==> config.mk <==
export PLATFORM = sky130hd
export DESIGN_NAME = tmsc_timer
export DESIGN_NICKNAME = d
export VERILOG_FILES = /design/src/core/tmsc_pkg.sv /design/src/core/tmsc_timer.sv
export SDC_FILE = /design/constraint.sdc
export NUM_CORES = 1
export LEC_CHECK = 0
export BUFFER_PORTS_ARGS = -buffer_cell sky130_fd_sc_hd__buf_4
export CORE_ASPECT_RATIO = 1.75
export CORE_MARGIN = 1.5
export CORE_UTILIZATION = 56
export DETAILED_ROUTE_END_ITERATION = 10
export PLACE_DENSITY = 0.77
export SLEW_MARGIN = 5
export SYNTH_ARGS = -nofsm -noshare
export SYNTH_HDL_FRONTEND = slang
export SYNTH_SLANG_ARGS = --single-unit
==> constraint.sdc <==
create_clock -name clk -period 4.4 [get_ports clk]
set_input_delay 0.66 -clock clk [delete_from_list [all_inputs] [get_ports clk]]
set_output_delay 0.66 -clock clk [all_outputs]
set_load 0.01 [all_outputs]
==> src/core/tmsc_pkg.sv <==
// Purpose: Shared constants of the timer mode and status control block.
// Assumes: Byte-wide registers on an 8-bit address port.
// Notes: Flag vectors hold bits 7 to 3 of the status register in order.
package tmsc_pkg;
  localparam logic [7:0] ADDR_CTRL_ONE = 8'h11;
  localparam logic [7:0] ADDR_CTRL_TWO = 8'h12;
  localparam logic [7:0] ADDR_STATUS = 8'h13;
  localparam logic [7:0] ADDR_CAP1_HIGH = 8'h14;
  localparam logic [7:0] ADDR_CAP1_LOW = 8'h15;
  localparam logic [7:0] ADDR_CMP1_HIGH = 8'h16;
  localparam logic [7:0] ADDR_CMP1_LOW = 8'h17;
  localparam logic [7:0] ADDR_CNT_HIGH = 8'h18;
  localparam logic [7:0] ADDR_CNT_LOW = 8'h19;
  localparam logic [7:0] ADDR_ALT_HIGH = 8'h1a;
  localparam logic [7:0] ADDR_ALT_LOW = 8'h1b;
  localparam logic [7:0] ADDR_CAP2_HIGH = 8'h1c;
  localparam logic [7:0] ADDR_CAP2_LOW = 8'h1d;
  localparam logic [7:0] ADDR_CMP2_HIGH = 8'h1e;
  localparam logic [7:0] ADDR_CMP2_LOW = 8'h1f;
  // Control register one bit positions.
  localparam int C1_CAP_IRQ_EN = 7;
  localparam int C1_CMP_IRQ_EN = 6;
  localparam int C1_OVF_IRQ_EN = 5;
  localparam int C1_FORCE2 = 4;
  localparam int C1_FORCE1 = 3;
  localparam int C1_LEVEL2 = 2;
  localparam int C1_CAP1_EDGE = 1;
  localparam int C1_LEVEL1 = 0;
  // Control register two bit positions.
  localparam int C2_CMP1_PIN_EN = 7;
  localparam int C2_CMP2_PIN_EN = 6;
  localparam int C2_SINGLE_PULSE = 5;
  localparam int C2_PWM = 4;
  localparam int C2_CLK_SEL_HI = 3;
  localparam int C2_CLK_SEL_LO = 2;
  localparam int C2_CAP2_EDGE = 1;
  localparam int C2_EXT_EDGE = 0;
  // Status register: disable bit and flag vector indices.
  localparam int ST_DISABLE = 2;
  localparam int FL_CAP1 = 4;
  localparam int FL_CMP1 = 3;
  localparam int FL_OVF = 2;
  localparam int FL_CAP2 = 1;
  localparam int FL_CMP2 = 0;
  // Reset values.
  localparam logic [7:0] CTRL_RESET = 8'h00;
  localparam logic [15:0] CNT_RESET = 16'hfffc;
  localparam logic [15:0] CMP_RESET = 16'h8000;
  localparam logic [15:0] CNT_MAX = 16'hffff;
  // Clock select codes and prescaler masks.
  localparam logic [1:0] SEL_DIV4 = 2'h0;
  localparam logic [1:0] SEL_DIV2 = 2'h1;
  localparam logic [1:0] SEL_DIV8 = 2'h2;
  localparam logic [1:0] SEL_EXT = 2'h3;
  localparam logic [2:0] MASK_DIV4 = 3'h3;
  localparam logic [2:0] MASK_DIV2 = 3'h1;
  localparam logic [2:0] MASK_DIV8 = 3'h7;
endpackage

==> src/core/tmsc_timer.sv <==
// Purpose: Mode control, flags and counter of a 16-bit free-running timer.
// Assumes: Pins are asynchronous and are synchronised here; bus is on clk.
// Notes: Compare output pins are an output level plus an output enable.
// How it works
// Compare one pin enabled by its bit.
// Compare two pin enabled by its bit.
// Capture edge starts one pulse on compare one.
// Pwm: compare one width, compare two period.
// Clock select picks div4, div2, div8, external.
// No external pin means counter stops when the external clock is selected.
// Capture two edge chosen by its bit.
// External clock edge chosen by its bit.
// Capture one or pwm period sets flag.
// Capture one flag cleared by status, low read.
// Compare one match sets flag, cleared likewise.
// Wrap to zero sets overflow flag, cleared likewise.
// Alternate counter access never clears overflow.
// Capture two sets flag, cleared likewise.
// Compare two match sets flag, cleared likewise.
// Disable freezes prescaler and counter, drops output pin enables.
// Registers stay accessible while disabled.
// Software writes zero to reserved bits.
// Capture flag with enable raises interrupt.
// Capture one edge chosen by its bit.
// Counter is 16-bit up-counter on ticks.
// Clear needs flag seen by status read.
//
// The register addresses and strobed register access were chosen for this implementation.
`timescale 1ns/1ns
`default_nettype none
module tmsc_timer #(
  parameter bit HAS_EXT_CLOCK = 1'b1
) (
  input wire logic clk,
  input wire logic reset,
  input wire logic [7:0] regAddr,
  input wire logic [7:0] regWdata,
  input wire logic regWr,
  input wire logic regRd,
  output logic [7:0] regRdata,
  input wire logic cap1InPin,
  input wire logic cap2InPin,
  input wire logic extClockPin,
  output logic cmp1OutPin,
  output logic cmp1OutPinOe,
  output logic cmp2OutPin,
  output logic cmp2OutPinOe,
  output logic timerIrq
);
  import tmsc_pkg::*;

  logic [7:0] ctrlOne_ff;
  logic [7:0] ctrlTwo_ff;
  logic disable_ff;
  logic [4:0] flags_ff;
  logic [4:0] armed_ff;
  logic [2:0] prescale_ff;
  logic [15:0] counter_ff;
  logic [15:0] cap1_ff;
  logic [15:0] cap2_ff;
  logic [15:0] cmp1_ff;
  logic [15:0] cmp2_ff;
  logic cmp1Level_ff;
  logic cmp2Level_ff;
  logic [7:0] rdata_ff;
  logic oe1_ff;
  logic oe2_ff;
  logic irq_ff;
  logic [2:0] syncA_ff;
  logic [2:0] syncB_ff;
  logic [2:0] prev_ff;
  wire logic [2:0] pinIn = {extClockPin, cap2InPin, cap1InPin};

  // Two flip-flops per pin, then one more stage kept for edge detection.
  genvar gi;
  generate
    for (gi = 0; gi < 3; gi++) begin : g_sync
      always_ff @(posedge clk or posedge reset) begin
        if (reset) begin
          syncA_ff[gi] <= 1'b0;
          syncB_ff[gi] <= 1'b0;
          prev_ff[gi] <= 1'b0;
        end else begin
          syncA_ff[gi] <= pinIn[gi];
          syncB_ff[gi] <= syncA_ff[gi];
          prev_ff[gi] <= syncB_ff[gi];
        end
      end
    end
  endgenerate

  wire logic [2:0] riseEdge = syncB_ff & ~prev_ff;
  wire logic [2:0] fallEdge = ~syncB_ff & prev_ff;
  wire logic cap1Edge = ctrlOne_ff[C1_CAP1_EDGE] ? riseEdge[0] : fallEdge[0];
  wire logic cap2Edge = ctrlTwo_ff[C2_CAP2_EDGE] ? riseEdge[1] : fallEdge[1];
  wire logic extEdge = ctrlTwo_ff[C2_EXT_EDGE] ? riseEdge[2] : fallEdge[2];

  // Bus decode.
  wire logic wrCtrlOne = regWr && (regAddr == ADDR_CTRL_ONE);
  wire logic wrCtrlTwo = regWr && (regAddr == ADDR_CTRL_TWO);
  wire logic wrStatus = regWr && (regAddr == ADDR_STATUS);
  wire logic rdStatus = regRd && (regAddr == ADDR_STATUS);
  wire logic acc = regWr || regRd;
  wire logic accCap1Low = acc && (regAddr == ADDR_CAP1_LOW);
  wire logic accCmp1Low = acc && (regAddr == ADDR_CMP1_LOW);
  wire logic accCntLow = acc && (regAddr == ADDR_CNT_LOW);
  wire logic accAltLow = acc && (regAddr == ADDR_ALT_LOW);
  wire logic accCap2Low = acc && (regAddr == ADDR_CAP2_LOW);
  wire logic accCmp2Low = acc && (regAddr == ADDR_CMP2_LOW);
  wire logic wrCmp1High = regWr && (regAddr == ADDR_CMP1_HIGH);
  wire logic wrCmp1Low = regWr && (regAddr == ADDR_CMP1_LOW);
  wire logic wrCmp2High = regWr && (regAddr == ADDR_CMP2_HIGH);
  wire logic wrCmp2Low = regWr && (regAddr == ADDR_CMP2_LOW);
  // Writing either counter low byte resets the counter, even while disabled.
  wire logic cntWrite = regWr && ((regAddr == ADDR_CNT_LOW) || (regAddr == ADDR_ALT_LOW));

  // Prescaler and clock selection.
  wire logic [1:0] clkSel = ctrlTwo_ff[C2_CLK_SEL_HI:C2_CLK_SEL_LO];
  wire logic [2:0] divMask = (clkSel == SEL_DIV2) ? MASK_DIV2 :
                             (clkSel == SEL_DIV8) ? MASK_DIV8 : MASK_DIV4;
  wire logic preTick = ((prescale_ff & divMask) == divMask);
  wire logic extTick = HAS_EXT_CLOCK && extEdge;
  wire logic tick = !disable_ff && ((clkSel == SEL_EXT) ? extTick : preTick);

  // Counter and compare events.
  wire logic pwmMode = ctrlTwo_ff[C2_PWM];
  wire logic opmMode = ctrlTwo_ff[C2_SINGLE_PULSE] && !pwmMode;
  wire logic [15:0] cntInc = counter_ff + 16'h0001;
  wire logic cmp1Hit = tick && (cntInc == cmp1_ff);
  wire logic cmp2Hit = tick && (cntInc == cmp2_ff);
  wire logic pwmReload = pwmMode && cmp2Hit;
  wire logic opmStart = opmMode && cap1Edge;
  wire logic ovfHit = tick && (counter_ff == CNT_MAX) && !pwmReload;
  // A trigger edge while disabled must not restart the frozen counter.
  wire logic opmReload = opmStart && !disable_ff;
  wire logic [15:0] nxt_counter = (cntWrite || pwmReload || opmReload) ? CNT_RESET :
                                  tick ? cntInc : counter_ff;

  // Flags: a set in the same cycle as a clear wins.
  wire logic [4:0] flagSet;
  assign flagSet[FL_CAP1] = (cap1Edge && !pwmMode) || pwmReload;
  assign flagSet[FL_CMP1] = cmp1Hit && !pwmMode;
  assign flagSet[FL_OVF] = ovfHit;
  assign flagSet[FL_CAP2] = cap2Edge;
  assign flagSet[FL_CMP2] = cmp2Hit && !pwmMode;
  wire logic [4:0] clrAcc;
  assign clrAcc[FL_CAP1] = accCap1Low;
  assign clrAcc[FL_CMP1] = accCmp1Low;
  assign clrAcc[FL_OVF] = accCntLow;
  assign clrAcc[FL_CAP2] = accCap2Low;
  assign clrAcc[FL_CMP2] = accCmp2Low;
  // Only flags seen by the status read are armed, so later events survive.
  wire logic [4:0] flagClr = armed_ff & clrAcc;
  wire logic [4:0] nxt_flags = flagSet | (flags_ff & ~flagClr);
  wire logic [4:0] nxt_armed = rdStatus ? flags_ff : (armed_ff & ~clrAcc);

  // Compare pin levels.
  wire logic lvl1 = ctrlOne_ff[C1_LEVEL1];
  wire logic lvl2 = ctrlOne_ff[C1_LEVEL2];
  wire logic force1 = wrCtrlOne && regWdata[C1_FORCE1];
  wire logic force2 = wrCtrlOne && regWdata[C1_FORCE2];
  wire logic nxt_cmp1Level = (pwmReload || opmStart) ? lvl2 :
                             cmp1Hit ? lvl1 :
                             (force1 && !pwmMode && !opmMode) ? regWdata[C1_LEVEL1] :
                             cmp1Level_ff;
  wire logic nxt_cmp2Level = (cmp2Hit && !pwmMode) ? lvl2 :
                             force2 ? regWdata[C1_LEVEL2] : cmp2Level_ff;
  wire logic nxt_oe1 = ctrlTwo_ff[C2_CMP1_PIN_EN] && !disable_ff;
  wire logic nxt_oe2 = ctrlTwo_ff[C2_CMP2_PIN_EN] && !disable_ff;
  wire logic nxt_irq = (ctrlOne_ff[C1_CAP_IRQ_EN] && (flags_ff[FL_CAP1] || flags_ff[FL_CAP2])) ||
                       (ctrlOne_ff[C1_CMP_IRQ_EN] && (flags_ff[FL_CMP1] || flags_ff[FL_CMP2])) ||
                       (ctrlOne_ff[C1_OVF_IRQ_EN] && flags_ff[FL_OVF]);

  // Read mux; reserved status bits and unmapped addresses read zero.
  wire logic [7:0] statusRd = {flags_ff, disable_ff, 2'h0};
  wire logic [7:0] rdMux =
    (regAddr == ADDR_CTRL_ONE) ? ctrlOne_ff :
    (regAddr == ADDR_CTRL_TWO) ? ctrlTwo_ff :
    (regAddr == ADDR_STATUS) ? statusRd :
    (regAddr == ADDR_CAP1_HIGH) ? cap1_ff[15:8] :
    (regAddr == ADDR_CAP1_LOW) ? cap1_ff[7:0] :
    (regAddr == ADDR_CMP1_HIGH) ? cmp1_ff[15:8] :
    (regAddr == ADDR_CMP1_LOW) ? cmp1_ff[7:0] :
    ((regAddr == ADDR_CNT_HIGH) || (regAddr == ADDR_ALT_HIGH)) ? counter_ff[15:8] :
    ((regAddr == ADDR_CNT_LOW) || (regAddr == ADDR_ALT_LOW)) ? counter_ff[7:0] :
    (regAddr == ADDR_CAP2_HIGH) ? cap2_ff[15:8] :
    (regAddr == ADDR_CAP2_LOW) ? cap2_ff[7:0] :
    (regAddr == ADDR_CMP2_HIGH) ? cmp2_ff[15:8] :
    (regAddr == ADDR_CMP2_LOW) ? cmp2_ff[7:0] : 8'h00;

  always_ff @(posedge clk or posedge reset) begin
    if (reset) begin
      ctrlOne_ff <= CTRL_RESET;
      ctrlTwo_ff <= CTRL_RESET;
      disable_ff <= 1'b0;
      cmp1_ff <= CMP_RESET;
      cmp2_ff <= CMP_RESET;
      rdata_ff <= 8'h00;
    end else begin
      if (wrCtrlOne) begin
        ctrlOne_ff <= regWdata;
      end
      if (wrCtrlTwo) begin
        ctrlTwo_ff <= regWdata;
      end
      if (wrStatus) begin
        disable_ff <= regWdata[ST_DISABLE];
      end
      if (wrCmp1High) begin
        cmp1_ff[15:8] <= regWdata;
      end
      if (wrCmp1Low) begin
        cmp1_ff[7:0] <= regWdata;
      end
      if (wrCmp2High) begin
        cmp2_ff[15:8] <= regWdata;
      end
      if (wrCmp2Low) begin
        cmp2_ff[7:0] <= regWdata;
      end
      rdata_ff <= regRd ? rdMux : 8'h00;
    end
  end

  always_ff @(posedge clk or posedge reset) begin
    if (reset) begin
      prescale_ff <= 3'h0;
      counter_ff <= CNT_RESET;
      cap1_ff <= 16'h0000;
      cap2_ff <= 16'h0000;
      flags_ff <= 5'h00;
      armed_ff <= 5'h00;
    end else begin
      if (!disable_ff) begin
        prescale_ff <= prescale_ff + 3'h1;
      end
      counter_ff <= nxt_counter;
      if (cap1Edge && !pwmMode) begin
        cap1_ff <= counter_ff;
      end
      if (cap2Edge) begin
        cap2_ff <= counter_ff;
      end
      flags_ff <= nxt_flags;
      armed_ff <= nxt_armed;
    end
  end

  always_ff @(posedge clk or posedge reset) begin
    if (reset) begin
      cmp1Level_ff <= 1'b0;
      cmp2Level_ff <= 1'b0;
      oe1_ff <= 1'b0;
      oe2_ff <= 1'b0;
      irq_ff <= 1'b0;
    end else begin
      cmp1Level_ff <= nxt_cmp1Level;
      cmp2Level_ff <= nxt_cmp2Level;
      oe1_ff <= nxt_oe1;
      oe2_ff <= nxt_oe2;
      irq_ff <= nxt_irq;
    end
  end

  assign regRdata = rdata_ff;
  assign cmp1OutPin = cmp1Level_ff;
  assign cmp2OutPin = cmp2Level_ff;
  assign cmp1OutPinOe = oe1_ff;
  assign cmp2OutPinOe = oe2_ff;
  assign timerIrq = irq_ff;
endmodule
`default_nettype wire

**Word-level counts from Yosys, hierarchy flattened**

Index checks and enable logic that the tools add are counted.

- Register bits after elaboration: 132
- Input bits: 23

- $add $sub $neg: 2
- Equality and inequality tests: 22
- Mux-type cells: 28
- Bitwise logic cells: 11
- Reductions and logical operators: 53

Operators by type and width:

| cell | number |
|---|---|
| == test 8 x 5 -> 1 bit, second input constant | 15 |
| 2-to-1 mux 8 bit | 14 |
| logical AND 1 bit | 35 |
| == test 16 bit | 2 |
| 2-to-1 mux 16 bit | 2 |
| adder 16 x 1 -> 16 bit, second input constant | 1 |
| == test 16 bit, second input constant | 1 |
| AND 5 bit | 3 |
| logical OR 1 bit | 11 |
| NOT 5 bit | 2 |
| AND 3 bit | 3 |
| 2-to-1 mux 1 bit | 9 |
| 2-to-1 mux 3 bit | 2 |
| NOT 3 bit | 2 |
| 2-to-1 mux 5 bit | 1 |
| bitwise OR 5 bit | 1 |
| == test 2 bit, second input constant | 2 |
| zero test 1 bit | 4 |
| nonzero test 2 bit | 2 |
| adder 3 x 1 -> 3 bit, second input constant | 1 |
| == test 3 bit | 1 |
| nonzero test 3 bit | 1 |
| == test 2 x 1 -> 1 bit, second input constant | 1 |

**Longest topological paths before layout**

- Depth after elaboration: 15
- Depth in mapped cells: 12
- Mapped depth without buffers: 9

**Worst setup path before layout**

No wires, ideal clock.

- Path kind: in2reg
- Start: in regAddr[7]
- End: reg cmp2Level_ff, in the netlist cmp2OutPin
- Library setup time: 0.125 ns
- Arrival: 2.721 ns
- Data required time: 4.275 ns
- Path slack: 1.554 ns
- Stages on the path: 8
- Cells stage by stage: or4b_1 -> clkbuf_1 -> or2_1 -> nor3_1 -> clkbuf_1 -> nand3_1 -> mux2_1 -> mux2_2

- Cells in the longest elaborated chain, start to end: 4

RTL lines:

| what | line | text |
|---|---|---|
| from (decl) | tmsc_timer.sv:36 | `input wire logic [7:0] regAddr,` |
| == test 8 x 5 -> 1 bit | tmsc_timer.sv:99 | `wire logic wrCtrlOne = regWr && (regAddr == ADDR_CTRL_ONE);` |
| logical AND 1 bit | tmsc_timer.sv:99 |  |
| logical AND 1 bit | tmsc_timer.sv:161 | `wire logic force2 = wrCtrlOne && regWdata[C1_FORCE2];` |
| nonzero test 2 bit (no source line) | n/a |  |
| to (signal assigned) | tmsc_timer.sv:258 | `cmp2Level_ff <= nxt_cmp2Level;` |
| to (decl) | tmsc_timer.sv:64 | `logic cmp2Level_ff;` |

No other way between the ends.
A chain may end at the register's enable or synchronous reset.

**Final worst setup path**

- Start: reg counter_ff[0]
- End: reg cmp1Level_ff, in the netlist cmp1OutPin

- Cells in the longest elaborated chain, start to end: 6

RTL lines:

| what | line | text |
|---|---|---|
| from (decl) | tmsc_timer.sv:58 | `logic [15:0] counter_ff;` |
| from (signal assigned) | tmsc_timer.sv:237 | `counter_ff <= nxt_counter;` |
| adder 16 x 1 -> 16 bit * | tmsc_timer.sv:128 | `wire logic [15:0] cntInc = counter_ff + 16'h0001;` |
| == test 16 bit | tmsc_timer.sv:130 | `wire logic cmp2Hit = tick && (cntInc == cmp2_ff);` |
| logical AND 1 bit | tmsc_timer.sv:130 |  |
| logical AND 1 bit | tmsc_timer.sv:131 | `wire logic pwmReload = pwmMode && cmp2Hit;` |
| logical OR 1 bit | tmsc_timer.sv:162 | `wire logic nxt_cmp1Level = (pwmReload \|\| opmStart) ? lvl2 :` |
| nonzero test 3 bit (no source line) / 2-to-1 mux 1 bit (equally long branches) | n/a |  |
| to (signal assigned) | tmsc_timer.sv:257 | `cmp1Level_ff <= nxt_cmp1Level;` |
| to (decl) | tmsc_timer.sv:63 | `logic cmp1Level_ff;` |

Mark *: on every way between the ends. The rest lies on a longest branch, timed or not.

==> impl_metrics.toml <==
[status]
status = "complete, no violations"

[clocking]
postCtsSetupBuffers = 0
cts_tree = "yes"
clock_path_buffers = 2
cts.clk_slew.worst_paths_ns = 0.06
numCtsBuffers = 17
cts_hold_buf = 0
cts.repair.resized = 0
root_buffer = "clkbuf_16"
insertion_delay_ns = 0.42
htreeDepth = 4
numClockSinks = 132

[yosys]
ys_types = 62
synth_top_area_cell = "dfrtp_1"
synth_common_cells = "dfrtp_1 (116), mux2_2 (81), nand2_1 (69), xnor2_1 (40), o21ai_0 (39)"
synthFlopType = "dfrtp_1"
ys_seq_area_share_pct = 46.8
async_flop_share_pct = 100
ys_ff_latch = 132
synthCells = 687
yosys_warnings = 0
syn_area_per_cell_um2 = 10.3
yosysMostFrequentCell = "dfrtp_1"
synth_edf_count = 0
syn_area_mm2 = 0.00709
synth_top_area_share_pct = 40.9
synthTopCellsByArea = "dfrtp_1 (41%), mux2_2 (13%), dfstp_2 (5.9%)"
synth_nets = 712

[worst_setup_path]
startpoint_type = "flip-flop"
cp_max_fo = 15
arrival_ns = 3.69
crit_required_ns = 4.70
worst-setup-path-type = "flip-flop to flip-flop"
end_kind = "flip-flop"

[job]
max_cap_violations = 0

[detailed_routing]
first_iter_violations = 528
antenna_left = 0
vias = 5846
drc = 0
viasPerCell = 6.58
routed_wirelength_mm = 22.7
firstDrtPassIters = 5
wl_per_cell_um = 25.5

[final_layout]
fillers = 1056
nNetsFinal = 732
diodes = 0
area_growth_pct = 14.1
drive_above_1_share_pct = 27.2

[place]
place.gp.congestion = 1.00
dpl.hpwl_mm = 16.6
io_buffers = 35

[die]
die_h_um = 152
die_w_um = 88.1
io_pins = 36
die-area_mm2 = 0.0134
coreArea_mm2 = 0.0124
start_util_pct = 57.1
rows = 54

[pwr]
p_leak_nw = 3.42
irDropWorstVdd_uv = 464
total_power_mw = 4.48
power.density_mw_per_mm2 = 553

[min_path]
hold_class = "input pin to flip-flop"

[timing]
finalSetupViolCount = 0
rsz0062_at_grt = "false"
period_share_pct = 77.1
tightest_slew_ns = 1.36
maxSlewHeadroom_pct = 9.14
skew_ns = 0.00809
max_freq_mhz = 295
drv_slew = 0
finalHoldViolCount = 0
period_minus_slack_ns = 3.39
fin_tns_setup_ns = 0

[grt]
grt_max_degree = 75
grt_pass1_wl_mm = 34.3
overflow = 0
antenna_found_initial = 0
grt_pass1_vias = 5854
grt_usage_pct = 35.6
-- state kept, by name, summed over array words and instances, names as in the netlist, 3 cells and up --
| signal | flops |
|---|---|
| cmp2_ff | 16 |
| prev_ff | 3 |
| syncA_ff | 3 |
| cap1_ff | 16 |
| syncB_ff | 3 |
| prescale_ff | 3 |
| ctrlOne_ff | 8 |
| counter_ff | 16 |
| cap2_ff | 16 |
| cmp1_ff | 16 |
| ctrlTwo_ff | 8 |
| armed_ff | 5 |
| regRdata | 8 |
| flags_ff | 5 |
-- report_power, final --
group	internal [mW]	switching (mW)	total [mW]	leakage, nW
registers	1.51	0.395	1.90	1.61
clock network	0.965	0.538	1.50	0.301
logic	0.501	0.571	1.07	1.51
total	2.97	1.50	4.48	3.42
-- cells by family after synthesis --
group / synth area share (%)
AOI/OAI and AO/OA: 11.2
xor gates and xnor gates: 7.97
adders and majority gates: 0.353
buffers and inverters: 3.44
DFF: 46.8
muxes: 15.0
and+or+nand+nor: 15.2
-- per-layer routing --
metal	share of wire [%]	vias up	wire length (um)	GRT usage [%]
met3	5.1	117	1170	6.52
met2	51	327	11400	58.6
met5	0	-	0	0
met4	9.6	0	2170	27.0
li1	-	2491	-	-
met1	35	2911	7880	39.6
-- worst paths after layout --
| check | startpoint | to | slack [ns] | cells past startpoint |
|---|---|---|---|---|
| worst max-delay path | counter_ff[0]$_DFFE_PP0P_ | cmp1OutPin$_DFFE_PP0P_ | 1.01 | 8 |
| worst min-delay path | extClockPin | syncA_ff[2]$_DFF_PP0_ | 0.34 | 1 |
| worst max register to register | counter_ff[0]$_DFFE_PP0P_ | cmp1OutPin$_DFFE_PP0P_ | 1.01 | 8 |
| worst min register to register | syncA_ff[0]$_DFF_PP0_ | syncB_ff[0]$_DFF_PP0_ | 0.35 | 0 |
| max in group asynchronous | reset | counter_ff[8]$_DFFE_PP1P_ | 2.95 | 3 |
| min in group asynchronous | reset | cmp1_ff[12]$_DFFE_PP0P_ | 0.43 | 2 |
-- through the flow --
stage               cell area, um2  hold slack, ns  setup slack, ns  instances  utilization [%]
floorplan                     7090           0.331            0.240        687                -
global placement              7470           0.332             1.13        856             60.1
detailed placement            7470           0.337             1.09        856             60.1
CTS                           8090           0.333             1.03        888             65.1
global route                  8090           0.328            0.758        888             65.1
finish                        8090           0.340             1.01        888             65.1
-- cells in the final DEF, fill, tap and decap left out, drive strengths merged, types with 4 or more instances in the layout --
cell type    n
nand2       80
o21ai       39
clkbuf      20
xor2        22
mux2        84
nor4         8
dfstp       16
a21oi       23
buf         46
nand4        5
nor2        35
clkinv       5
a22oi        7
dfrtp      116
inv         14
o32ai        4
o311ai       4
or3          7
bufinv       4
nor2b       15
a31oi        9
nand2b       4
mux2i       12
or2          4
nand3       23
o22ai       12
nor3        14
xnor2       40
o221ai       5
-- cell type report --
cell class | count | area, um2 | share of cell area (%)
clock buffers | 20 | 447 | 5.52
clock inverters | 12 | 180 | 2.23
inverters | 13 | 51.3 | 0.634
multi-input cells | 497 | 3540 | 43.7
flip-flops and latches | 132 | 3320 | 41.1
well taps | 168 | 210 | 2.60
repair buffers | 46 | 345 | 4.27
-- worst max-delay path: stages (launching register included) --
cell	delay (ns)
dfrtp_1	0.57
ha_1	0.54
nand3_1	0.23
nor4_1	0.53
xnor2_1	0.18
nand3_1	0.10
or4_4	0.57
a21oi_1	0.20
mux2_2	0.34
Power figures use the tool's default switching activity.
